`config.mk`:
```
export PLATFORM = sky130hd
export DESIGN_NAME = spb_cmd_seq
export DESIGN_NICKNAME = d
export VERILOG_FILES = /design/src/spb_pkg.sv /design/src/spb_fifo.sv /design/src/spb_cmd_seq.sv
export VERILOG_INCLUDE_DIRS = /design/src /design/src/src
export SDC_FILE = /design/constraint.sdc
export NUM_CORES = 1
export LEC_CHECK = 0
export ABC_AREA = 1
export BUFFER_PORTS_ARGS = -buffer_cell sky130_fd_sc_hd__buf_2
export CAP_MARGIN = 25
export CORE_UTILIZATION = 50
export CTS_CLUSTER_SIZE = 8
export DETAILED_ROUTE_END_ITERATION = 7
export PLACE_DENSITY_LB_ADDON = 0.15
export SLEW_MARGIN = 20
export SYNTH_ARGS = -nofsm -noshare
export SYNTH_HDL_FRONTEND = slang
export SYNTH_SLANG_ARGS = --single-unit
```
`constraint.sdc`:
```
create_clock -name clk_i -period 2.9 [get_ports clk_i]
set_input_delay 0.87 -clock clk_i [delete_from_list [all_inputs] [get_ports clk_i]]
set_output_delay 0.87 -clock clk_i [all_outputs]
set_load 0.02 [all_outputs]
```
`src/spb_consts.svh`:
```
`ifndef SPB_CONSTS_SVH
`define SPB_CONSTS_SVH

// system clock
`define SPB_CLK_HZ        50000000
`define SPB_CLK_MHZ       50

// line rate and bit period, rounded to the nearest cycle
`define SPB_BAUD          19200
`define SPB_BIT_CYC       ((`SPB_CLK_HZ + `SPB_BAUD / 2) / `SPB_BAUD)

// acknowledge deadline after release (longest: rounds down)
`define SPB_ACK_MAX_US    16000
`define SPB_ACK_MAX_CYC   (`SPB_ACK_MAX_US * `SPB_CLK_MHZ)

// hold-off before the data-frame acknowledge (least: rounds up)
`define SPB_DACK_MIN_US   850
`define SPB_DACK_MIN_CYC  (`SPB_DACK_MIN_US * `SPB_CLK_MHZ)

// dead time before the result byte (least: rounds up)
`define SPB_RES_GAP_US    250
`define SPB_RES_GAP_CYC   (`SPB_RES_GAP_US * `SPB_CLK_MHZ)

// command frame layout
`define SPB_CMD_BYTES     5
`define SPB_IDX_ID        0
`define SPB_IDX_CODE      1
`define SPB_IDX_AUX1      2
`define SPB_IDX_AUX2      3
`define SPB_IDX_SUM       4

// reply codes
`define SPB_CODE_ACK      8'h41
`define SPB_CODE_NAK      8'h4e
`define SPB_CODE_DONE     8'h43
`define SPB_CODE_ERR      8'h45

// bus address of this peripheral; value is arbitrary
`define SPB_DEV_ID        8'h5a

// counter widths
`define SPB_TMR_W         24
`define SPB_BIT_W         16

`endif

```
`src/spb_pkg.sv`:
```
`default_nettype none

package spb_pkg;

	// data frame direction of a command
	typedef enum logic [1:0] {SPB_DIR_NONE, SPB_DIR_WRITE, SPB_DIR_READ} spb_dir_e;

	// serial receiver
	typedef enum logic [1:0] {RX_IDLE, RX_START, RX_DATA, RX_STOP} spb_rx_e;

	// command sequencer
	typedef enum logic [3:0] {
		ST_COLLECT, ST_CHECK, ST_DECIDE, ST_CACK, ST_NAK, ST_WDATA,
		ST_WHOLD, ST_DACK, ST_EXEC, ST_RESULT, ST_RDATA, ST_RSUM
	} spb_state_e;

	// carry wrap-around add; 0xff plus a carry cannot occur
	function automatic logic [7:0] spb_csum_add(input logic [7:0] a, input logic [7:0] b);
		logic [8:0] s;
		s = {1'b0, a} + {1'b0, b};
		return s[7:0] + {7'h00, s[8]};
	endfunction : spb_csum_add

endpackage : spb_pkg

`default_nettype wire

```
`src/spb_fifo.sv`:
```
`default_nettype none

module spb_fifo #(
	parameter int WIDTH = 8,
	parameter int DEPTH = 4
) (
	input  wire logic             clk_i,
	input  wire logic             reset_n_i,
	input  wire logic [WIDTH-1:0] in_data_i,
	input  wire logic             in_valid_i,
	output logic                  in_ready_o,
	output logic      [WIDTH-1:0] out_data_o,
	output logic                  out_valid_o,
	input  wire logic             out_ready_i
);
	import spb_pkg::*;

	localparam int PW = (DEPTH > 1) ? $clog2(DEPTH) : 1;
	localparam logic [PW:0] FULL = (PW + 1)'(DEPTH);
	localparam logic [PW-1:0] LAST = PW'(DEPTH - 1);

	logic [WIDTH-1:0] mem [DEPTH];
	logic [PW-1:0]    wr_reg, wr_next, rd_reg, rd_next;
	logic [PW:0]      cnt_reg, cnt_next;
	logic             push, pop;

	// honest flags straight from the occupancy count
	assign in_ready_o  = (cnt_reg != FULL);
	assign out_valid_o = (cnt_reg != '0);
	assign out_data_o  = mem[rd_reg];
	assign push        = in_valid_i && in_ready_o;
	assign pop         = out_ready_i && out_valid_o;

	// pointer and count update, wrapping at any depth
	always_comb
	begin
		wr_next  = wr_reg;
		rd_next  = rd_reg;
		cnt_next = cnt_reg;
		if (push)
			wr_next = (wr_reg == LAST) ? '0 : wr_reg + 1'b1;
		if (pop)
			rd_next = (rd_reg == LAST) ? '0 : rd_reg + 1'b1;
		if (push && !pop)
			cnt_next = cnt_reg + 1'b1;
		else if (pop && !push)
			cnt_next = cnt_reg - 1'b1;
	end

	always_ff @(posedge clk_i or negedge reset_n_i)
	begin
		if (!reset_n_i)
		begin
			wr_reg  <= '0;
			rd_reg  <= '0;
			cnt_reg <= '0;
		end
		else
		begin
			wr_reg  <= wr_next;
			rd_reg  <= rd_next;
			cnt_reg <= cnt_next;
		end
	end

	// storage needs no reset; unread words are never shown as valid
	always_ff @(posedge clk_i)
	begin
		if (push)
			mem[wr_reg] <= in_data_i;
	end

endmodule : spb_fifo

`default_nettype wire

```
`src/spb_cmd_seq.sv`:
```
// Contract
// - frames run at 19200 baud, no parity.
// - byte is start bit, eight data bits lsb first, one stop bit.
// - command line is active low, held low during the command frame.
// - command frame is id, command, aux1, aux2, checksum.
// - checksum is 8-bit sum with carries folded back in.
// - host holds command low after last byte; device assumes no minimum.
// - wrong id, framing or checksum error: discard silently, no reply.
// - accepted frame gets 0x41 when valid, 0x4e otherwise.
// - command acknowledge waits until command line seen high.
// - command acknowledge starts within 16 ms of release.
// - unsupported code or bad parameters get negative acknowledge.
// - after negative acknowledge, end command, send nothing more.
// - every data frame ends in one checksum byte over its data.
// - data acknowledge comes 850 us to 16 ms after last data byte.
// - bad host data frame: negative acknowledge, no result byte.
// - at least 250 us idle between last acknowledge and result byte.
// - result byte is 0x43 on success, 0x45 on failure.
// - read commands send data frame after result byte, even on error.
// - data frame presence, direction, length fixed per command code.
// - optionally reject frames whose command line rose too early.
// - whole host data frame is taken before execution starts.
`include "spb_consts.svh"
`default_nettype none

module spb_cmd_seq #(
	parameter int         BIT_CYC      = `SPB_BIT_CYC,
	parameter int         ACK_MAX_CYC  = `SPB_ACK_MAX_CYC,
	parameter int         DECIDE_CYC   = `SPB_ACK_MAX_CYC / 2,
	parameter int         DACK_MIN_CYC = `SPB_DACK_MIN_CYC,
	parameter int         RES_GAP_CYC  = `SPB_RES_GAP_CYC,
	parameter logic [7:0] DEVICE_ID    = `SPB_DEV_ID,
	parameter bit         REJECT_EARLY = 1'b0,
	parameter int         LEN_W        = 9,
	parameter int         FIFO_DEPTH   = 4
) (
	input  wire logic                 clk_i,
	input  wire logic                 reset_n_i,
	input  wire logic                 host_line_i,
	input  wire logic                 cmd_n_i,
	output var logic                  dev_line_o,
	output var logic                  cmd_req_o,
	output var logic [7:0]            cmd_code_o,
	output var logic [7:0]            cmd_aux1_o,
	output var logic [7:0]            cmd_aux2_o,
	input  wire logic                 cmd_resp_i,
	input  wire logic                 cmd_ok_i,
	input  wire spb_pkg::spb_dir_e    cmd_dir_i,
	input  wire logic [LEN_W-1:0]     cmd_len_i,
	output var logic [7:0]            wr_byte_o,
	output var logic                  wr_strobe_o,
	output var logic                  cmd_abort_o,
	output var logic                  exec_start_o,
	input  wire logic                 exec_done_i,
	input  wire logic                 exec_ok_i,
	input  wire logic [7:0]           rd_data_i,
	input  wire logic                 rd_valid_i,
	output logic                      rd_ready_o
);
	import spb_pkg::*;

	localparam logic [`SPB_BIT_W-1:0] BIT_LAST = `SPB_BIT_W'(BIT_CYC - 1);
	localparam logic [`SPB_BIT_W-1:0] BIT_HALF = `SPB_BIT_W'(BIT_CYC / 2 - 1);
	// rx finishes mid stop bit, so add half a bit to reach the byte's end
	localparam logic [`SPB_TMR_W-1:0] T_DECIDE = `SPB_TMR_W'(DECIDE_CYC);
	localparam logic [`SPB_TMR_W-1:0] T_DACK   = `SPB_TMR_W'(DACK_MIN_CYC + BIT_CYC / 2);
	localparam logic [`SPB_TMR_W-1:0] T_GAP    = `SPB_TMR_W'(RES_GAP_CYC);

	// pin synchronisers; only stage two and later are read
	logic host_s1, host_s2, cmd_s1, cmd_s2, cmd_d;
	logic cmd_fall, cmd_rise;

	always_ff @(posedge clk_i or negedge reset_n_i)
	begin
		if (!reset_n_i)
			{host_s1, host_s2, cmd_s1, cmd_s2, cmd_d} <= 5'h1f;
		else
			{host_s1, host_s2, cmd_s1, cmd_s2, cmd_d} <= {host_line_i, host_s1, cmd_n_i, cmd_s1, cmd_s2};
	end

	assign cmd_fall = cmd_d && !cmd_s2;
	assign cmd_rise = !cmd_d && cmd_s2;

	// receiver: half-bit start qualify, mid-bit sampling
	spb_rx_e                rx_st, rx_st_next;
	logic [`SPB_BIT_W-1:0]  rx_cnt, rx_cnt_next;
	logic [2:0]             rx_bit, rx_bit_next;
	logic [7:0]             rx_sh, rx_sh_next, rx_byte, rx_byte_next;
	logic                   rx_done, rx_done_next, rx_ferr, rx_ferr_next;

	always_comb
	begin
		rx_st_next   = rx_st;
		rx_cnt_next  = (rx_cnt == '0) ? BIT_LAST : rx_cnt - 1'b1;
		rx_bit_next  = rx_bit;
		rx_sh_next   = rx_sh;
		rx_byte_next = rx_byte;
		rx_ferr_next = rx_ferr;
		rx_done_next = 1'b0;
		unique case (rx_st)
			RX_IDLE:
			begin
				rx_cnt_next = BIT_HALF;
				if (!host_s2)
					rx_st_next = RX_START;
			end
			RX_START:
				if (rx_cnt == '0)
				begin
					rx_bit_next = 3'h0;
					rx_st_next  = host_s2 ? RX_IDLE : RX_DATA;  // glitch is no start
				end
			RX_DATA:
				if (rx_cnt == '0)
				begin
					rx_sh_next  = {host_s2, rx_sh[7:1]};  // lsb first
					rx_bit_next = rx_bit + 1'b1;
					if (rx_bit == 3'h7)
						rx_st_next = RX_STOP;
				end
			RX_STOP:
				if (rx_cnt == '0)
				begin
					rx_byte_next = rx_sh;
					rx_ferr_next = !host_s2;  // missing stop bit
					rx_done_next = 1'b1;
					rx_st_next   = RX_IDLE;
				end
		endcase
	end

	always_ff @(posedge clk_i or negedge reset_n_i)
	begin
		if (!reset_n_i)
		begin
			rx_st   <= RX_IDLE;
			rx_cnt  <= '0;
			rx_bit  <= 3'h0;
			rx_sh   <= 8'h00;
			rx_byte <= 8'h00;
			rx_ferr <= 1'b0;
			rx_done <= 1'b0;
		end
		else
		begin
			rx_st   <= rx_st_next;
			rx_cnt  <= rx_cnt_next;
			rx_bit  <= rx_bit_next;
			rx_sh   <= rx_sh_next;
			rx_byte <= rx_byte_next;
			rx_ferr <= rx_ferr_next;
			rx_done <= rx_done_next;
		end
	end

	// transmitter: ten-bit frame, line idles high out of tx_sh[0]
	logic                   tx_go, tx_busy, tx_busy_next, tx_done, tx_done_next;
	logic [7:0]             tx_byte;
	logic [9:0]             tx_sh, tx_sh_next;
	logic [3:0]             tx_left, tx_left_next;
	logic [`SPB_BIT_W-1:0]  tx_cnt, tx_cnt_next;

	always_comb
	begin
		tx_sh_next   = tx_sh;
		tx_left_next = tx_left;
		tx_busy_next = tx_busy;
		tx_cnt_next  = (tx_cnt == '0) ? BIT_LAST : tx_cnt - 1'b1;
		tx_done_next = 1'b0;
		if (tx_go)
		begin
			tx_sh_next   = {1'b1, tx_byte, 1'b0};  // stop, data, start
			tx_left_next = 4'ha;
			tx_cnt_next  = BIT_LAST;
			tx_busy_next = 1'b1;
		end
		else if (tx_busy && tx_cnt == '0)
		begin
			tx_sh_next   = {1'b1, tx_sh[9:1]};
			tx_left_next = tx_left - 1'b1;
			if (tx_left == 4'h1)
			begin
				tx_busy_next = 1'b0;
				tx_done_next = 1'b1;
			end
		end
	end

	always_ff @(posedge clk_i or negedge reset_n_i)
	begin
		if (!reset_n_i)
		begin
			tx_sh   <= 10'h3ff;
			tx_left <= 4'h0;
			tx_cnt  <= '0;
			tx_busy <= 1'b0;
			tx_done <= 1'b0;
		end
		else
		begin
			tx_sh   <= tx_sh_next;
			tx_left <= tx_left_next;
			tx_cnt  <= tx_cnt_next;
			tx_busy <= tx_busy_next;
			tx_done <= tx_done_next;
		end
	end

	assign dev_line_o = tx_sh[0];

	// read data waits in a small fifo; an empty fifo stalls the frame
	logic       fifo_valid, fifo_pop;
	logic [7:0] fifo_data;

	spb_fifo #(
		.WIDTH (8),
		.DEPTH (FIFO_DEPTH)
	) spb_fifo_i (
		.clk_i       (clk_i),
		.reset_n_i   (reset_n_i),
		.in_data_i   (rd_data_i),
		.in_valid_i  (rd_valid_i),
		.in_ready_o  (rd_ready_o),
		.out_data_o  (fifo_data),
		.out_valid_o (fifo_valid),
		.out_ready_i (fifo_pop)
	);

	// command sequencer state
	spb_state_e             st, st_next;
	logic [LEN_W-1:0]       cnt, cnt_next, len, len_next;
	logic [7:0]             sum, sum_next, code_next, aux1_next, aux2_next, wbyte_next;
	logic [`SPB_TMR_W-1:0]  tmr, tmr_next;
	spb_dir_e               dir, dir_next;
	logic                   err, err_next, early, early_next, sent, sent_next;
	logic                   done, done_next, res_ok, res_ok_next, take_cmd, send_st;
	logic                   req_next, strobe_next, abort_next, exec_next;

	assign send_st  = st inside {ST_CACK, ST_NAK, ST_DACK, ST_RESULT, ST_RDATA, ST_RSUM};
	assign tx_go    = send_st && !tx_busy && !sent && (st != ST_RDATA || fifo_valid);
	assign fifo_pop = tx_go && st == ST_RDATA;
	// bytes that land after release still belong to the frame
	assign take_cmd = rx_done && ((st == ST_COLLECT && !cmd_s2) || st == ST_CHECK);

	// reply byte for the current state
	always_comb
	begin
		if (st == ST_NAK)
			tx_byte = `SPB_CODE_NAK;
		else if (st == ST_RESULT)
			tx_byte = res_ok ? `SPB_CODE_DONE : `SPB_CODE_ERR;
		else if (st == ST_RDATA)
			tx_byte = fifo_data;
		else if (st == ST_RSUM)
			tx_byte = sum;
		else
			tx_byte = `SPB_CODE_ACK;
	end

	always_comb
	begin
		st_next     = st;
		cnt_next    = cnt;
		len_next    = len;
		sum_next    = sum;
		err_next    = err;
		dir_next    = dir;
		early_next  = early;
		done_next   = done;
		res_ok_next = res_ok;
		code_next   = cmd_code_o;
		aux1_next   = cmd_aux1_o;
		aux2_next   = cmd_aux2_o;
		wbyte_next  = wr_byte_o;
		tmr_next    = (&tmr) ? tmr : tmr + 1'b1;  // saturating delay counter
		sent_next   = tx_done ? 1'b0 : (sent || tx_go);
		req_next    = 1'b0;
		strobe_next = 1'b0;
		abort_next  = 1'b0;
		exec_next   = 1'b0;
		// five-byte frame: id, code, aux1, aux2, checksum
		if (take_cmd)
		begin
			err_next = err || rx_ferr;
			if (cnt == LEN_W'(`SPB_IDX_ID))
				err_next = err || rx_ferr || rx_byte != DEVICE_ID;
			else if (cnt == LEN_W'(`SPB_IDX_CODE))
				code_next = rx_byte;
			else if (cnt == LEN_W'(`SPB_IDX_AUX1))
				aux1_next = rx_byte;
			else if (cnt == LEN_W'(`SPB_IDX_AUX2))
				aux2_next = rx_byte;
			else if (cnt == LEN_W'(`SPB_IDX_SUM))
				err_next = err || rx_ferr || rx_byte != sum;
			if (cnt < LEN_W'(`SPB_IDX_SUM))
				sum_next = spb_csum_add(sum, rx_byte);
			if (cnt <= LEN_W'(`SPB_CMD_BYTES))
				cnt_next = cnt + 1'b1;
		end
		unique case (st)
			ST_COLLECT:
				if (cmd_fall)
				begin
					cnt_next = '0;
					sum_next = 8'h00;
					err_next = 1'b0;
				end
				else if (cmd_rise)
				begin
					st_next    = ST_CHECK;  // replies only once the line is high
					tmr_next   = '0;
					early_next = (rx_st != RX_IDLE);  // released mid byte
				end
			ST_CHECK:
				if (rx_st == RX_IDLE && !rx_done)
				begin
					if (err || cnt != LEN_W'(`SPB_CMD_BYTES) || (REJECT_EARLY && early))
					begin
						st_next  = ST_COLLECT;  // silent drop
						cnt_next = '0;
					end
					else
					begin
						st_next  = ST_DECIDE;
						req_next = 1'b1;
					end
				end
			ST_DECIDE:
				if (cmd_resp_i)
				begin
					dir_next = cmd_dir_i;  // framing fixed by code
					len_next = cmd_len_i;
					st_next  = cmd_ok_i ? ST_CACK : ST_NAK;
				end
				else if (tmr >= T_DECIDE)
					st_next = ST_NAK;  // no verdict in time
			ST_CACK:
				if (tx_done)
				begin
					tmr_next = '0;
					if (dir == SPB_DIR_WRITE && len != '0)
					begin
						st_next  = ST_WDATA;
						cnt_next = '0;
						sum_next = 8'h00;
						err_next = 1'b0;
					end
					else
					begin
						st_next   = ST_EXEC;
						exec_next = 1'b1;
						done_next = 1'b0;
					end
				end
			ST_WDATA:
				if (rx_done)
				begin
					if (cnt < len)
					begin
						wbyte_next  = rx_byte;
						strobe_next = 1'b1;
						sum_next    = spb_csum_add(sum, rx_byte);
						err_next    = err || rx_ferr;
						cnt_next    = cnt + 1'b1;
					end
					else
					begin
						err_next = err || rx_ferr || rx_byte != sum;
						st_next  = ST_WHOLD;
						tmr_next = '0;
					end
				end
			ST_WHOLD:
				if (tmr >= T_DACK)
				begin
					st_next    = err ? ST_NAK : ST_DACK;
					abort_next = err;
				end
			ST_DACK:
				if (tx_done)
				begin
					st_next   = ST_EXEC;  // frame complete before start
					exec_next = 1'b1;
					done_next = 1'b0;
					tmr_next  = '0;
				end
			ST_EXEC:
			begin
				if (exec_done_i && !done)
				begin
					done_next   = 1'b1;
					res_ok_next = exec_ok_i;
				end
				if (done && tmr >= T_GAP)
					st_next = ST_RESULT;  // dead time after acknowledge
			end
			ST_RESULT:
				if (tx_done)
				begin
					cnt_next = '0;
					sum_next = 8'h00;
					err_next = 1'b0;  // next command may fall before this byte ends
					st_next  = (dir == SPB_DIR_READ && len != '0) ? ST_RDATA : ST_COLLECT;
				end
			ST_RDATA:
			begin
				if (tx_go)
				begin
					sum_next = spb_csum_add(sum, fifo_data);
					cnt_next = cnt + 1'b1;
				end
				if (tx_done && cnt == len)
					st_next = ST_RSUM;
			end
			ST_NAK, ST_RSUM:
				if (tx_done)
				begin
					st_next  = ST_COLLECT;  // nothing more follows
					cnt_next = '0;
					sum_next = 8'h00;  // a missed command fall must not inherit old state
					err_next = 1'b0;
				end
		endcase
	end

	always_ff @(posedge clk_i or negedge reset_n_i)
	begin
		if (!reset_n_i)
		begin
			st <= ST_COLLECT;
			{cnt, len} <= '0;
			{sum, cmd_code_o, cmd_aux1_o, cmd_aux2_o, wr_byte_o} <= '0;
			tmr <= '0;
			dir <= SPB_DIR_NONE;
			{err, early, sent, done, res_ok} <= 5'h00;
			{cmd_req_o, wr_strobe_o, cmd_abort_o, exec_start_o} <= 4'h0;
		end
		else
		begin
			st <= st_next;
			{cnt, len} <= {cnt_next, len_next};
			{sum, cmd_code_o, cmd_aux1_o, cmd_aux2_o, wr_byte_o} <=
				{sum_next, code_next, aux1_next, aux2_next, wbyte_next};
			tmr <= tmr_next;
			dir <= dir_next;
			{err, early, sent, done, res_ok} <= {err_next, early_next, sent_next, done_next, res_ok_next};
			{cmd_req_o, wr_strobe_o, cmd_abort_o, exec_start_o} <=
				{req_next, strobe_next, abort_next, exec_next};
		end
	end

	// checks on the sequencer
	a_ack_held_off: assert property (@(posedge clk_i) disable iff (!reset_n_i)
		tx_go && (st == ST_CACK || (st == ST_NAK && dir != SPB_DIR_WRITE)) |-> cmd_s2)
		else $error("acknowledge started while command line low");
	a_ack_deadline: assert property (@(posedge clk_i) disable iff (!reset_n_i)
		st == ST_DECIDE |-> tmr <= T_DECIDE)
		else $error("verdict wait overran its deadline");
	a_nak_code: assert property (@(posedge clk_i) disable iff (!reset_n_i)
		tx_go && st == ST_NAK |=> tx_sh[8:1] == `SPB_CODE_NAK)
		else $error("negative acknowledge sent wrong code");
	a_nak_ends_cmd: assert property (@(posedge clk_i) disable iff (!reset_n_i)
		st == ST_NAK && tx_done |=> st == ST_COLLECT ##1 !exec_start_o)
		else $error("command went on after negative acknowledge");
	a_bad_frame_drop: assert property (@(posedge clk_i) disable iff (!reset_n_i)
		st == ST_CHECK && rx_st == RX_IDLE && !rx_done && err |=> st == ST_COLLECT && !cmd_req_o)
		else $error("bad command frame was not discarded");
	a_dack_window: assert property (@(posedge clk_i) disable iff (!reset_n_i)
		$rose(st == ST_DACK) |-> $past(tmr) >= T_DACK && $past(tmr) <= T_DACK)
		else $error("data acknowledge outside its window");
	a_result_gap: assert property (@(posedge clk_i) disable iff (!reset_n_i)
		tx_go && st == ST_RESULT |-> tmr >= T_GAP)
		else $error("result byte too soon after acknowledge");
	a_start_bit: assert property (@(posedge clk_i) disable iff (!reset_n_i)
		tx_go |=> !dev_line_o [*8])
		else $error("start bit missing or cut short");
	a_exec_after_frame: assert property (@(posedge clk_i) disable iff (!reset_n_i)
		exec_start_o && dir == SPB_DIR_WRITE && len != '0 |-> $past(st) == ST_DACK)
		else $error("write executed before frame accepted");
	a_data_nak_abort: assert property (@(posedge clk_i) disable iff (!reset_n_i)
		st == ST_WHOLD && tmr >= T_DACK && err |=> st == ST_NAK && cmd_abort_o)
		else $error("bad data frame not refused");

endmodule : spb_cmd_seq

`default_nettype wire

```
# Word level (Yosys, flattened, before mapping)
# Memory sizes are Yosys's and may differ from the RTL's.
# Cells that the tools add are included.
# classes
n_addsub	14
n_eq_ne	50
n_reduce_logical	65
bitwise	3
mux	117
n_lt_le_gt_ge	6
# op_table
operator	n
2-to-1 mux 24 bit	6
2-to-1 mux 8 bit	13
2-to-1 mux 9 bit	11
2-to-1 mux 4 bit	18
one-hot mux 24 bit (3 select lines)	1
2-to-1 mux 16 bit	4
one-hot mux 9 bit (6 select lines)	1
one-hot mux 4 bit (11 select lines)	1
one-hot mux 8 bit (5 select lines)	1
2-to-1 mux 1 bit	38
!= test 2 bit, second input constant	17
zero test 16 bit	2
subtractor 16 x 1 -> 16 bit, second input constant	2
adder 24 x 1 -> 24 bit, second input constant	1
>= comparator 24 x 14 -> 1 bit, second input constant	1
>= comparator 24 x 16 -> 1 bit, second input constant	1
>= comparator 24 x 19 -> 1 bit, second input constant	1
AND reduction 24 bit	1
2-to-1 mux 10 bit	2
2-to-1 mux 2 bit	10
logical AND 1 bit	19
adder 8 x 8 -> 9 bit	2
equality test 9 x 2 -> 1 bit, second input constant	2
2-to-1 mux 3 bit	6
other kinds (47)	94
# totals
mem_bits_rw	32
inputBits	28
wordCells	294
reg_bits	179
out_inout_bits	38
mem_count	1
# mem_list
memory	depth	width	rd	rd_ports_with_merged_regs	wr	line	rtl
spb_fifo_i.mem	4	8	1	0	1	spb_fifo.sv:22	logic [WIDTH-1:0] mem [DEPTH];

# Depth between registers and ports, before layout
# Gate-level depths: netlist (run 1).
# logic_depth
word_depth	11
depth_mapped	22
ltp_nobuf	20

# Cells and area by module
# Synthesis (run 1) repeated with hierarchy kept, for this count alone.
# unflattened
hier_cells	1435
hier_area_um2	11797.6
# modules_own_cells
mod	area_each_um2	cells_each	instances
spb_cmd_seq	10040.9	1283	1
spb_fifo	1756.7	152	1

# Worst setup path before layout (run 1)
# Ideal clock, no wire load.
# synth_timing
path_type	register to register
start	reg spb_fifo_i.rd_reg[0]
end	reg sum[6]
t_required_ns	2.835
t_arrival_ns	3.106
slack_ns	-0.271
synth_period_minus_slack_ns	3.171
stages_incl_launch_ff	21
n_path_buf	2
cell_sequence	dfrtp_1 > clkbuf_1 > inv_1 > clkbuf_1 > nor2_1 > o22ai_1 > ha_1 > fa_1 > nand4_1 > nand3_1 > a21oi_1 > o21bai_1 > ha_1 > ha_1 > nand4_1 > or2_2 > o21ai_0 > nand3_1 > o21ai_1 > inv_2 > nand2_1
# synth_between
elab_chain_len	5
# synth_rtl
element	line	rtl
start: declaration	spb_fifo.sv:23	logic [PW-1:0] wr_reg, wr_next, rd_reg, rd_next;
start signal: assignment	spb_fifo.sv:61	rd_reg <= rd_next;
memory (4 x 8 bit)	--	
adder 8 x 8 -> 9 bit	spb_pkg.sv:20	s = {1'b0, a} + {1'b0, b};
adder 8 x 1 -> 8 bit	spb_pkg.sv:21	return s[7:0] + {7'h00, s[8]};
2-to-1 mux 8 bit	spb_cmd_seq.sv:407	if (tx_go)
one-hot mux 8 bit (5 select lines)	spb_cmd_seq.sv:300	unique case (st)
named net sum_next[6]	spb_cmd_seq.sv:232	logic [7:0] sum, sum_next, code_next, aux1_next, aux2_next, wbyte_next;
end signal: assignment	spb_cmd_seq.sv:442	{sum, cmd_code_o, cmd_aux1_o, cmd_aux2_o, wr_byte_o} <=
end: declaration	spb_cmd_seq.sv:232	
# The timed path passes the listed nets, and every way through them passes these cells.
# A chain may end at the register's enable or synchronous reset.

# Worst setup path in the final report (run 1)
# layout_timing
start	reg spb_fifo_i.rd_reg[0]
end	reg sum[7]
# Same word-level chain as after synthesis.

==> results.tsv, run 1 <==
stage	metric	value	unit
outcome	outcome	finished, violations left	
outcome	violations	setup timing	
setup_path	startpoint_type	register	
yosys	yosys-top-cells-area	dfrtp_1, nand2_1, edfxtp_1	
sta	tightestPinTransition	0.671	ns
setup_path	crit_path_frequent_cell	nand2_1	
cells_and_area	reg.largest.list	spb_fifo_i.mem x32, tmr x24	
placed_design	portBuffers	65	
route	ant_nets	0	
placed_design	hpwlAfterDp	20400	um
cells_and_area	final_util	0.602	
setup_path	path_max_fanout	6	
sta	finalSetupTns	-0.0290	ns
route	avgRoutedWirePerCell	14.7	um
cells_and_area	final_cells	1892	
power_and_ir_drop	powerDensity	547	mW/mm2
sta	fin_skew	0.0115	ns
setup_path	worstPathRequired	3.31	ns
yosys	yosysTopAreaCellShare	0.349	
yosys	synth-async-reset-ratio	0.848	
grt	antenna_found_initial	0	
sta	rsz0062_at_grt	true	
yosys	syn-cell-area	0.0118	mm2
setup_path	slowest_delay	0.46	ns
sta	period_needed	2.93	ns
cells_and_area	finalInstanceArea	0.0138	mm2
yosys	syn_area_per_cell	8.23	um2
setup_path	slowest_stage	dfrtp_2	
placed_design	placed_cell_area	0.0127	mm2
route	num_vias	9915	
hold_path	hp-class	primary input to async pin	
sta	setup_ws	-0.0290	ns
setup_path	critPathBufInv	1	
route	drcViolationCount	0	
yosys	synth.largest_area_cell	dfrtp_1	
cells_and_area	final_common_cell	nand2_1	
yosys	synth-seq-cells	210	
cells_and_area	nNetsFinal	1635	
grt	grt_overflow	0	
setup_path	endpoint_kind	register	
floorplanning	io_pins	66	
clocking	clock_latency	0.54	ns
clocking	cts_buffers	30	
floorplanning	dieArea	0.0242	mm2
floorplanning	start_util	0.515	
grt	grt_pass1_vias	9589	
yosys	synth_edf_count	32	
grt	grt_pass1_wl	46700	um
clocking	clockRootBuffer	clkbuf_16	
route	drt-initial-drc-count	773	
clocking	htree_levels	1	
yosys	synthesis.nets	1509	
grt	grtUsageTotal	0.237	
sta	maxSlewViolCount	0	
placed_design	numPlacedInstances	1831	
floorplanning	row_count	55	
route	viasPerCell	5.24	
setup_path	critPathTopFamily	simple AND/OR/NAND/NOR gates	
route	wirelength	27800	um
sta	period_share	1.01	
yosys	synth_cells	1429	
run	cap_violations	0	
cells_and_area	drive_gt1_frac	0.168	
placed_design	place_congestion	0.899	
setup_path	critPathKind	register to register	
placed_design	pre_cts_ws	-0.132	ns
cells_and_area	largest_reg_flops	32	
grt	grt_max_degree	55	
yosys	ys.flop_type	dfrtp_1	
clocking	cts.path.max_buffers	3	
sta	hold_viol	0	
floorplanning	core	0.0228	mm2
cells_and_area	final_cell_mix	nand2_1, inv_1, dfrtp_1	
cells_and_area	area_delta_synth_final	17.0	%
sta	finalSetupViolCount	1	
setup_path	arrival	3.34	ns
yosys	yosysUniqueCellTypes	58	
yosys	ys_seq_area_frac	0.462	
floorplanning	fp.dieW	155	um
sta	relSlewSlack	0.549	
cells_and_area	regMostFlops	spb_fifo_i.mem	
power_and_ir_drop	ir_drop	0.483	mV
cells_and_area	antennaDiodeCount	0	
clocking	clk_pin_slew	0.06	ns
clocking	cts_sinks	210	
setup_path	crit_path_cell_trace	buf_6 > o21ai_2 > o22ai_2 > ha_2 > fa_2 > nand4_1 > nand3_2 > a21oi_2 > o21bai_1 > ha_2 > nand2_1 > nor2_2 > nand3_2 > nor2_1 > nand2_1 > nor2_1 > nand2_1 > nand3_1 > nand4_1	
route	dr.pass1.iters	5	
power_and_ir_drop	power.leakage	6.60	nW
clocking	cts_tree	yes	
floorplanning	die_y	155	um
yosys	yosys_warnings	0	
sta	timing.fmax	341	MHz
## path summary, 6_finish.rpt
path | startpoint | end | slack, ns | cells past startpoint
max in group asynchronous | reset_n_i | tx_sh[7] | 1.87 | 2
worst min register to register | host_s1 | host_s2 | 0.35 | 0
min in group clk_i | host_s1 | host_s2 | 0.35 | 0
worst max register to register | spb_fifo_i.rd_reg[0] | sum[7] | -0.03 | 19
worst min-delay path | reset_n_i | tx_cnt[7] | 0.29 | 1
worst max-delay path | spb_fifo_i.rd_reg[0] | sum[7] | -0.03 | 19
## metal layers
layer | global-route usage | vias up | routed length (um)
met3 | 0.0290 | 47 | 1010
met4 | 0.0616 | 0 | 618
met1 | 0.338 | 4665 | 13200
met2 | 0.384 | 193 | 12900
li1 | - | 5010 | -
met5 | 0 | - | 0
## cells in the mapped netlist (all sizes together) (5+ instances only)
cell type	number
nand2	321
dfstp	14
dfrtp	164
o21ai	126
nand3	92
ha	49
o22ai	15
clkbuf	7
nor2	156
o21bai	5
xor2	26
xnor2	10
or2	8
nor3	48
nor4	14
a21oi	49
edfxtp	32
inv	203
nand4	27
buf	10
o211ai	10
a31oi	13
## cell type report
class                      instances  area, um2
tap                              313        392
clock buffer                      55        866
multi-input combinational        999       5570
clock inverter                     1       30.0
sequential                       210       5430
fill                            2086       9080
inverter                         203        769
timing repair buffer             111        697
## through the flow
| step | power [W] | hold slack (ns) |
|---|---|---|
| 6_report | 0.00752 | 0.290 |
| 5_1_grt | 0.00782 | 0.334 |
| 4_1_cts | 0.00759 | 0.310 |
| 3_5_place_dp | 0.00424 | 0.348 |
| 3_3_place_gp | 0.00422 | 0.346 |
| 2_1_floorplan | 0.00388 | 0.345 |
## logic make-up after synthesis
| group | Yosys count | share of synthesized area |
|---|---|---|
| simple gates | 676 | 0.260 |
| compound gates | 233 | 0.118 |
| buf+inv | 220 | 0.0742 |
| flops | 210 | 0.462 |
| fa+ha+maj | 52 | 0.0572 |
| xor+xnor | 36 | 0.0268 |
| mux | 2 | 0.00181 |
## repair_timing
item | CTS | global route
endpoints found under the setup margin | 3 | 7
pin swaps | 6 | 13
buffers inserted | 4 | 1
endpoints found under the hold margin | 0 | 0
hold buffers | 0 | 0
gates resized for setup | 9 | 23
## worst register-to-register path, stage by stage, from the launching register on
cell and delay [ns]:
dfrtp_2 0.46, buf_6 0.15, o21ai_2 0.06, o22ai_2 0.19
ha_2 0.23, fa_2 0.23, nand4_1 0.11, nand3_2 0.09
a21oi_2 0.05, o21bai_1 0.14, ha_2 0.22, nand2_1 0.08
nor2_2 0.14, nand3_2 0.12, nor2_1 0.12, nand2_1 0.09
nor2_1 0.10, nand2_1 0.06, nand3_1 0.08, nand4_1 0.10
## power breakdown
part	leakage (nW)	internal, W	switching (W)	total [W]
combinational	3.59	0.000320	0.000624	0.000944
sequential	2.58	0.00317	0.000104	0.00327
clock	0.424	0.00206	0.00124	0.00330
total	6.60	0.00555	0.00197	0.00752
(Power assumes the default switching activity.)
==> inputs of run 2 (changes only) <==
--- a/config.mk
+++ b/config.mk
@@ -9,11 +9,13 @@
 export ABC_AREA = 1
 export BUFFER_PORTS_ARGS = -buffer_cell sky130_fd_sc_hd__buf_2
 export CAP_MARGIN = 25
+export CORE_ASPECT_RATIO = 0.9
 export CORE_UTILIZATION = 50
 export CTS_CLUSTER_SIZE = 8
 export DETAILED_ROUTE_END_ITERATION = 7
 export PLACE_DENSITY_LB_ADDON = 0.15
-export SLEW_MARGIN = 20
+export SKIP_CTS_REPAIR_TIMING = 1
+export SLEW_MARGIN = 25
 export SYNTH_ARGS = -nofsm -noshare
 export SYNTH_HDL_FRONTEND = slang
 export SYNTH_SLANG_ARGS = --single-unit
==> run 2 against run 1 <==
  * The run still ends with setup timing left
  * Combinational power shrank 0.5%
  * Via count shrank 0.52%
  * Design area grew 0.35%
  * Hold slack gained 0.032 ns
  * Global-route usage shrank 0.064 points
  * Sequential power is essentially flat
  * Wire length shrank 0.54%
  * Register-to-register slack lost 0.10 ns
  * Clock power shrank 2%
  * Worst setup slack lost 0.10 ns
  * Largest cell class unchanged
==> results.tsv, run 2 (synthesized netlist as in run 1, its figures left out) <==
stage	metric	value	unit
outcome	outcome	finished, violations left	
outcome	violations	setup timing	
clocking	clk_pin_slew	0.06	ns
setup_path	critPathKind	register to register	
setup_path	arrival	3.48	ns
grt	grtUsageTotal	0.237	
placed_design	place_congestion	0.889	
power_and_ir_drop	ir_drop	0.532	mV
setup_path	startpoint_type	register	
sta	rsz0062_at_grt	true	
hold_path	hp-class	primary input to async pin	
floorplanning	io_pins	66	
cells_and_area	final_cell_mix	nand2_1, inv_1, dfrtp_1	
sta	hold_viol	0	
route	drcViolationCount	0	
cells_and_area	area_delta_synth_final	17.4	%
setup_path	path_max_fanout	6	
setup_path	worstPathRequired	3.34	ns
floorplanning	fp.dieW	164	um
power_and_ir_drop	power.leakage	6.62	nW
clocking	cts_tree	yes	
route	wirelength	27600	um
grt	grt_pass1_wl	46700	um
cells_and_area	drive_gt1_frac	0.174	
sta	setup_ws	-0.133	ns
setup_path	crit_path_cell_trace	buf_12 > clkinv_8 > o21ai_0 > o22ai_2 > ha_1 > nand2_1 > inv_2 > nand4_1 > nand3_2 > a21oi_2 > o21bai_1 > ha_2 > nand2_1 > nor2_2 > nand3_2 > nor2_2 > nand2_2 > nor2_2 > nand2_1 > nand3_1 > nand4_1	
placed_design	hpwlAfterDp	20200	um
cells_and_area	regMostFlops	spb_fifo_i.mem	
sta	relSlewSlack	0.523	
clocking	cts.path.max_buffers	3	
floorplanning	dieArea	0.0242	mm2
setup_path	slowest_stage	dfrtp_2	
sta	timing.fmax	330	MHz
placed_design	portBuffers	65	
sta	tightestPinTransition	0.714	ns
cells_and_area	nNetsFinal	1639	
cells_and_area	largest_reg_flops	32	
sta	finalSetupTns	-0.418	ns
grt	grt_pass1_vias	9653	
placed_design	numPlacedInstances	1815	
route	dr.pass1.iters	5	
floorplanning	start_util	0.517	
route	ant_nets	0	
clocking	cts_buffers	30	
grt	antenna_found_initial	0	
cells_and_area	final_cells	1879	
sta	maxSlewViolCount	0	
route	drt-initial-drc-count	656	
floorplanning	row_count	52	
clocking	clockRootBuffer	clkbuf_16	
clocking	htree_levels	1	
sta	fin_skew	0.0262	ns
route	viasPerCell	5.25	
setup_path	slowest_delay	0.44	ns
cells_and_area	antennaDiodeCount	0	
power_and_ir_drop	powerDensity	540	mW/mm2
run	cap_violations	0	
route	avgRoutedWirePerCell	14.7	um
sta	period_needed	3.03	ns
route	num_vias	9863	
cells_and_area	reg.largest.list	spb_fifo_i.mem x32, tmr x24	
sta	finalSetupViolCount	5	
setup_path	endpoint_kind	register	
grt	grt_max_degree	67	
grt	grt_overflow	0	
sta	period_share	1.05	
clocking	cts_sinks	210	
clocking	clock_latency	0.57	ns
floorplanning	core	0.0228	mm2
cells_and_area	final_common_cell	nand2_1	
floorplanning	die_y	148	um
## run 2: cell types whose count changed in the layout (fill, tap and decap cells not counted), moves of 2 or more
| cell | delta |
|---|---|
| nor2_1 | -3 |
| o21ai_2 | +4 |
| o21ai_0 | -3 |
| nor2_2 | +2 |
| ha_1 | +2 |
| ha_4 | -2 |
## run 2: critical path, delay by kind of cell, from the launching register on
family                   cells  cell delay, ns
AO/OA/AOI/OAI                4            0.55
adder cells (fa/ha/maj)      2            0.54
buffers and inverters        3            0.26
flip-flops                   1            0.44
AND/OR/NAND/NOR             12            1.12
## run 2: through the flow
stage / area (um2) / setup WS, ns / hold slack (ns) / utilization / total power [W]
floorplan: 11800 / 0.0372 / 0.345 / - / 0.00388
global placement: 12700 / -0.0190 / 0.345 / 0.558 / 0.00421
detailed placement: 12700 / -0.110 / 0.351 / 0.558 / 0.00422
CTS: 13600 / -0.126 / 0.332 / 0.596 / 0.00750
global route: 13800 / -0.331 / 0.360 / 0.606 / 0.00780
finish: 13800 / -0.133 / 0.323 / 0.606 / 0.00745
## run 2: layout make-up
type	instances	area (um2)
Clock buffer	53	837
Clock inverter	2	37.5
Fill cell	2003	8960
Inverter	203	777
Multi-Input combinational cell	999	5580
Sequential cell	210	5430
Tap cell	297	372
Timing Repair Buffer	114	763
Timing Repair inverter	1	8.76
## run 2: worst paths after layout
path / from / endpoint / slack (ns) / cells past startpoint
min in group clk_i: host_s1 / host_s2 / 0.36 / 0
setup / recovery: spb_fifo_i.rd_reg[0] / sum[7] / -0.13 / 21
max in group asynchronous: reset_n_i / cmd_d / 1.88 / 2
hold reg to reg: host_s1 / host_s2 / 0.36 / 0
setup reg to reg: spb_fifo_i.rd_reg[0] / sum[7] / -0.13 / 21
hold / removal: reset_n_i / len[3] / 0.32 / 1
## run 2: layer usage
metal | wire (um) | global-route usage
met5 | 0 | 0
met2 | 12500 | 0.375
met4 | 469 | 0.0495
met3 | 1130 | 0.0348
met1 | 13500 | 0.344
## run 2: where the power goes
part / internal, W / total (W) / switching, W
combinational: 0.000311 / 0.000939 / 0.000628
sequential: 0.00317 / 0.00327 / 0.0000975
clock: 0.00193 / 0.00325 / 0.00131
total: 0.00541 / 0.00745 / 0.00204
==> inputs of run 3 (changes only) <==
--- a/config.mk
+++ b/config.mk
@@ -6,7 +6,6 @@
 export SDC_FILE = /design/constraint.sdc
 export NUM_CORES = 1
 export LEC_CHECK = 0
-export ABC_AREA = 1
 export BUFFER_PORTS_ARGS = -buffer_cell sky130_fd_sc_hd__buf_2
 export CAP_MARGIN = 25
 export CORE_ASPECT_RATIO = 0.9
==> run 3 against run 2 <==
  * The run still ends with setup timing left
  * Clock skew shrank 0.016 ns
  * Non-clock buffer count grew 68
  * Clock-buffer cell count grew 1
  * Global-route usage shrank 0.35 points
  * Clock power shrank 1%
  * Final cell count shrank 19%
  * Sequential cell count is the same
  * Largest cell class unchanged
==> results.tsv, run 3 <==
stage	metric	value	unit
outcome	outcome	finished, violations left	
outcome	violations	setup timing	
clocking	cts_tree	yes	
cells_and_area	final_common_cell	dfrtp_1	
grt	grtUsageTotal	0.233	
sta	timing.fmax	269	MHz
floorplanning	fp.dieW	158	um
sta	period_needed	3.72	ns
yosys	yosysMostFrequentCell	dfrtp_1	
setup_path	arrival	4.12	ns
power_and_ir_drop	power.leakage	6.43	nW
yosys	yosysUniqueCellTypes	82	
setup_path	slowest_delay	0.56	ns
clocking	clockRootBuffer	clkbuf_16	
placed_design	portBuffers	65	
yosys	synth-async-reset-ratio	0.848	
yosys	yosysTopAreaCellShare	0.372	
sta	period_share	1.28	
route	num_vias	8523	
yosys	syn-cell-area	0.0110	mm2
route	wl_met2	11300	um
power_and_ir_drop	combinationalPowerShare	0.271	
route	viasPerCell	5.57	
cells_and_area	drive_gt1_frac	0.266	
yosys	synth_xor_xnor_area_share	0.0545	
power_and_ir_drop	p_sw_frac	0.315	
sta	rsz0062_at_grt	true	
clocking	clock_latency	0.54	ns
setup_path	startpoint_type	register	
cells_and_area	largest_reg_flops	32	
yosys	synth-seq-cells	210	
placed_design	hpwlAfterDp	18400	um
yosys	synth_top_family_by_area	simple AND/OR/NAND/NOR gates	
yosys	synth_edf_count	32	
placed_design	place_congestion	0.876	
setup_path	worstPathRequired	3.30	ns
route	routed-wl-met3	1050	um
cells_and_area	finalInstanceArea	0.0135	mm2
sta	fin_skew	0.00993	ns
sta	tightestPinTransition	0.763	ns
setup_path	slowest_stage	mux4_2	
sta	finalSetupViolCount	8	
yosys	ys_seq_area_frac	0.493	
sta	hold_viol	0	
power_and_ir_drop	internal_power	0.00655	W
placed_design	placed_cell_area	0.0125	mm2
grt	grt_max_degree	43	
route	dr.pass1.iters	5	
setup_path	critPathKind	register to register	
yosys	yosys-top-cells-area	dfrtp_1, edfxtp_1, mux2_2	
grt	antenna_found_initial	0	
cells_and_area	regMostFlops	spb_fifo_i.mem	
yosys	syn_area_per_cell	10.7	um2
floorplanning	core	0.0216	mm2
clocking	cts.path.max_buffers	3	
yosys	synthesis.nets	1108	
floorplanning	dieArea	0.0226	mm2
floorplanning	die_y	143	um
cells_and_area	reg.largest.list	spb_fifo_i.mem x32, tmr x24	
cells_and_area	antennaDiodeCount	0	
sta	setup_ws	-0.822	ns
clocking	cts_buffers	30	
cells_and_area	seq_area	0.00543	mm2
cells_and_area	final_cell_mix	dfrtp_1, buf_4, nand2_1	
floorplanning	row_count	51	
cells_and_area	nNetsFinal	1296	
yosys	synthTopCellsByCount	dfrtp_1, nand2_1, nor2_1, mux2_2, ha_1	
clocking	htree_levels	1	
sta	maxSlewViolCount	0	
yosys	synth_compound_area_frac	0.110	
setup_path	path_max_fanout	5	
yosys	synth.largest_area_cell	dfrtp_1	
power_and_ir_drop	pwr-share-seq	0.393	
hold_path	hp-class	primary input to async pin	
cells_and_area	fillers	1767	
setup_path	crit_path_cell_trace	buf_6 > mux4_2 > fa_2 > a211o_1 > a211o_1 > and2_4 > o21ai_2 > nand2b_1 > ha_2 > and3_4 > and3_4 > and4b_1 > xnor3_1 > nand2_1 > or3b_1	
clocking	clk_pin_slew	0.06	ns
cells_and_area	area_delta_synth_final	22.5	%
clocking	cts_sinks	210	
route	ant_nets	0	
sta	relSlewSlack	0.486	
power_and_ir_drop	ir_drop	0.658	mV
route	avgRoutedWirePerCell	16.7	um
power_and_ir_drop	p_clk_frac	0.336	
cells_and_area	final_util	0.624	
grt	grt_pass1_vias	8316	
cells_and_area	multi_input_area	0.00547	mm2
floorplanning	io_pins	66	
power_and_ir_drop	p_switching	0.00301	W
yosys	synth_fa_ha_area_frac	0.0611	
yosys	yosys_warnings	0	
setup_path	endpoint_kind	register	
power_and_ir_drop	powerDensity	708	mW/mm2
floorplanning	start_util	0.509	
route	drt-initial-drc-count	549	
route	drcViolationCount	0	
grt	grt_pass1_wl	42000	um
route	wirelength	25500	um
run	cap_violations	0	
yosys	synth_simple_gate_area_frac	0.177	
yosys	ys.flop_type	dfrtp_1	
yosys	synth_cells	1028	
yosys	synth_mux_area_frac	0.0828	
route	wl_met1	12700	um
grt	grt_overflow	0	
route	highest_layer	met4	
==> run 3: changes by cell type after synthesis, moves of 25 or more <==
cell	change
xnor2_1	+25
inv_1	-154
o21ai_1	-25
nor2_1	-38
mux2_2	+56
nand3_1	-59
o21ai_0	-36
nand2_1	-202
==> run 3: metrics by stage <==
step	hold WS (ns)	power, W	setup TNS (ns)	instances	setup WS [ns]
2_1_floorplan	0.345	0.00537	-4.30	1028	-0.953
3_5_place_dp	0.351	0.00631	-4.52	1471	-0.907
5_1_grt	0.268	0.0101	-4.88	1530	-0.932
3_3_place_gp	0.346	0.00626	-4.20	1471	-0.842
4_1_cts	0.244	0.00957	-4.87	1526	-0.950
6_report	0.250	0.00956	-3.93	1530	-0.822
==> run 3: worst paths after layout <==
| path | slack [ns] | from | cells after the start | endpoint |
|---|---|---|---|---|
| min | 0.25 | reset_n_i | 1 | len[8] |
| max reg2reg | -0.82 | spb_fifo_i.rd_reg[0] | 15 | sum[7] |
| min reg2reg | 0.36 | cmd_s1 | 0 | cmd_s2 |
| max | -0.82 | spb_fifo_i.rd_reg[0] | 15 | sum[7] |
| max in group asynchronous | 1.95 | reset_n_i | 2 | host_s1 |
| min in group clk_i | 0.36 | cmd_s1 | 0 | cmd_s2 |
==> run 3: critical path, delay by kind of cell, from the launching register on <==
family | cells | cell delay [ns]
buffers and inverters | 1 | 0.14
DFF | 1 | 0.38
muxes | 1 | 0.56
AOI/OAI and AO/OA | 3 | 0.67
and+or+nand+nor | 7 | 1.08
adders and majority gates | 2 | 0.58
xor gates and xnor gates | 1 | 0.18
==> run 3: per-layer routing <==
| metal | vias to the layer above | global-route usage |
|---|---|---|
| li1 | 4136 | - |
| met3 | 36 | 0.0319 |
| met1 | 4146 | 0.344 |
| met2 | 205 | 0.361 |
| met4 | 0 | 0.0592 |
| met5 | - | 0 |
==> run 3: layout make-up <==
cell class / count / area share
Multi-Input combinational cell: 759 / 0.405
Sequential cell: 210 / 0.402
Timing Repair Buffer: 182 / 0.0920
Clock buffer: 54 / 0.0638
Tap cell: 291 / 0.0270
Inverter: 33 / 0.00917
Clock inverter: 1 / 0.000556
==> run 3: cells by family (layout without fill, tap and decap cells) <==
family / after synthesis / count (layout)
compound gates: 175 / 175
xor+xnor: 67 / 67
fa+ha+maj: 52 / 52
buf+inv: 59 / 270
flops: 210 / 210
mux: 74 / 74
simple gates: 391 / 391
==> run 3: power by group through the flow <==
stage	clock network [W]	registers, W	logic, W
after floorplan	0	0.00369	0.00168
after global placement	0	0.00379	0.00247
after detailed placement	0	0.00379	0.00252
after CTS	0.00328	0.00375	0.00254
after global routing	0.00341	0.00381	0.00289
final	0.00321	0.00376	0.00259
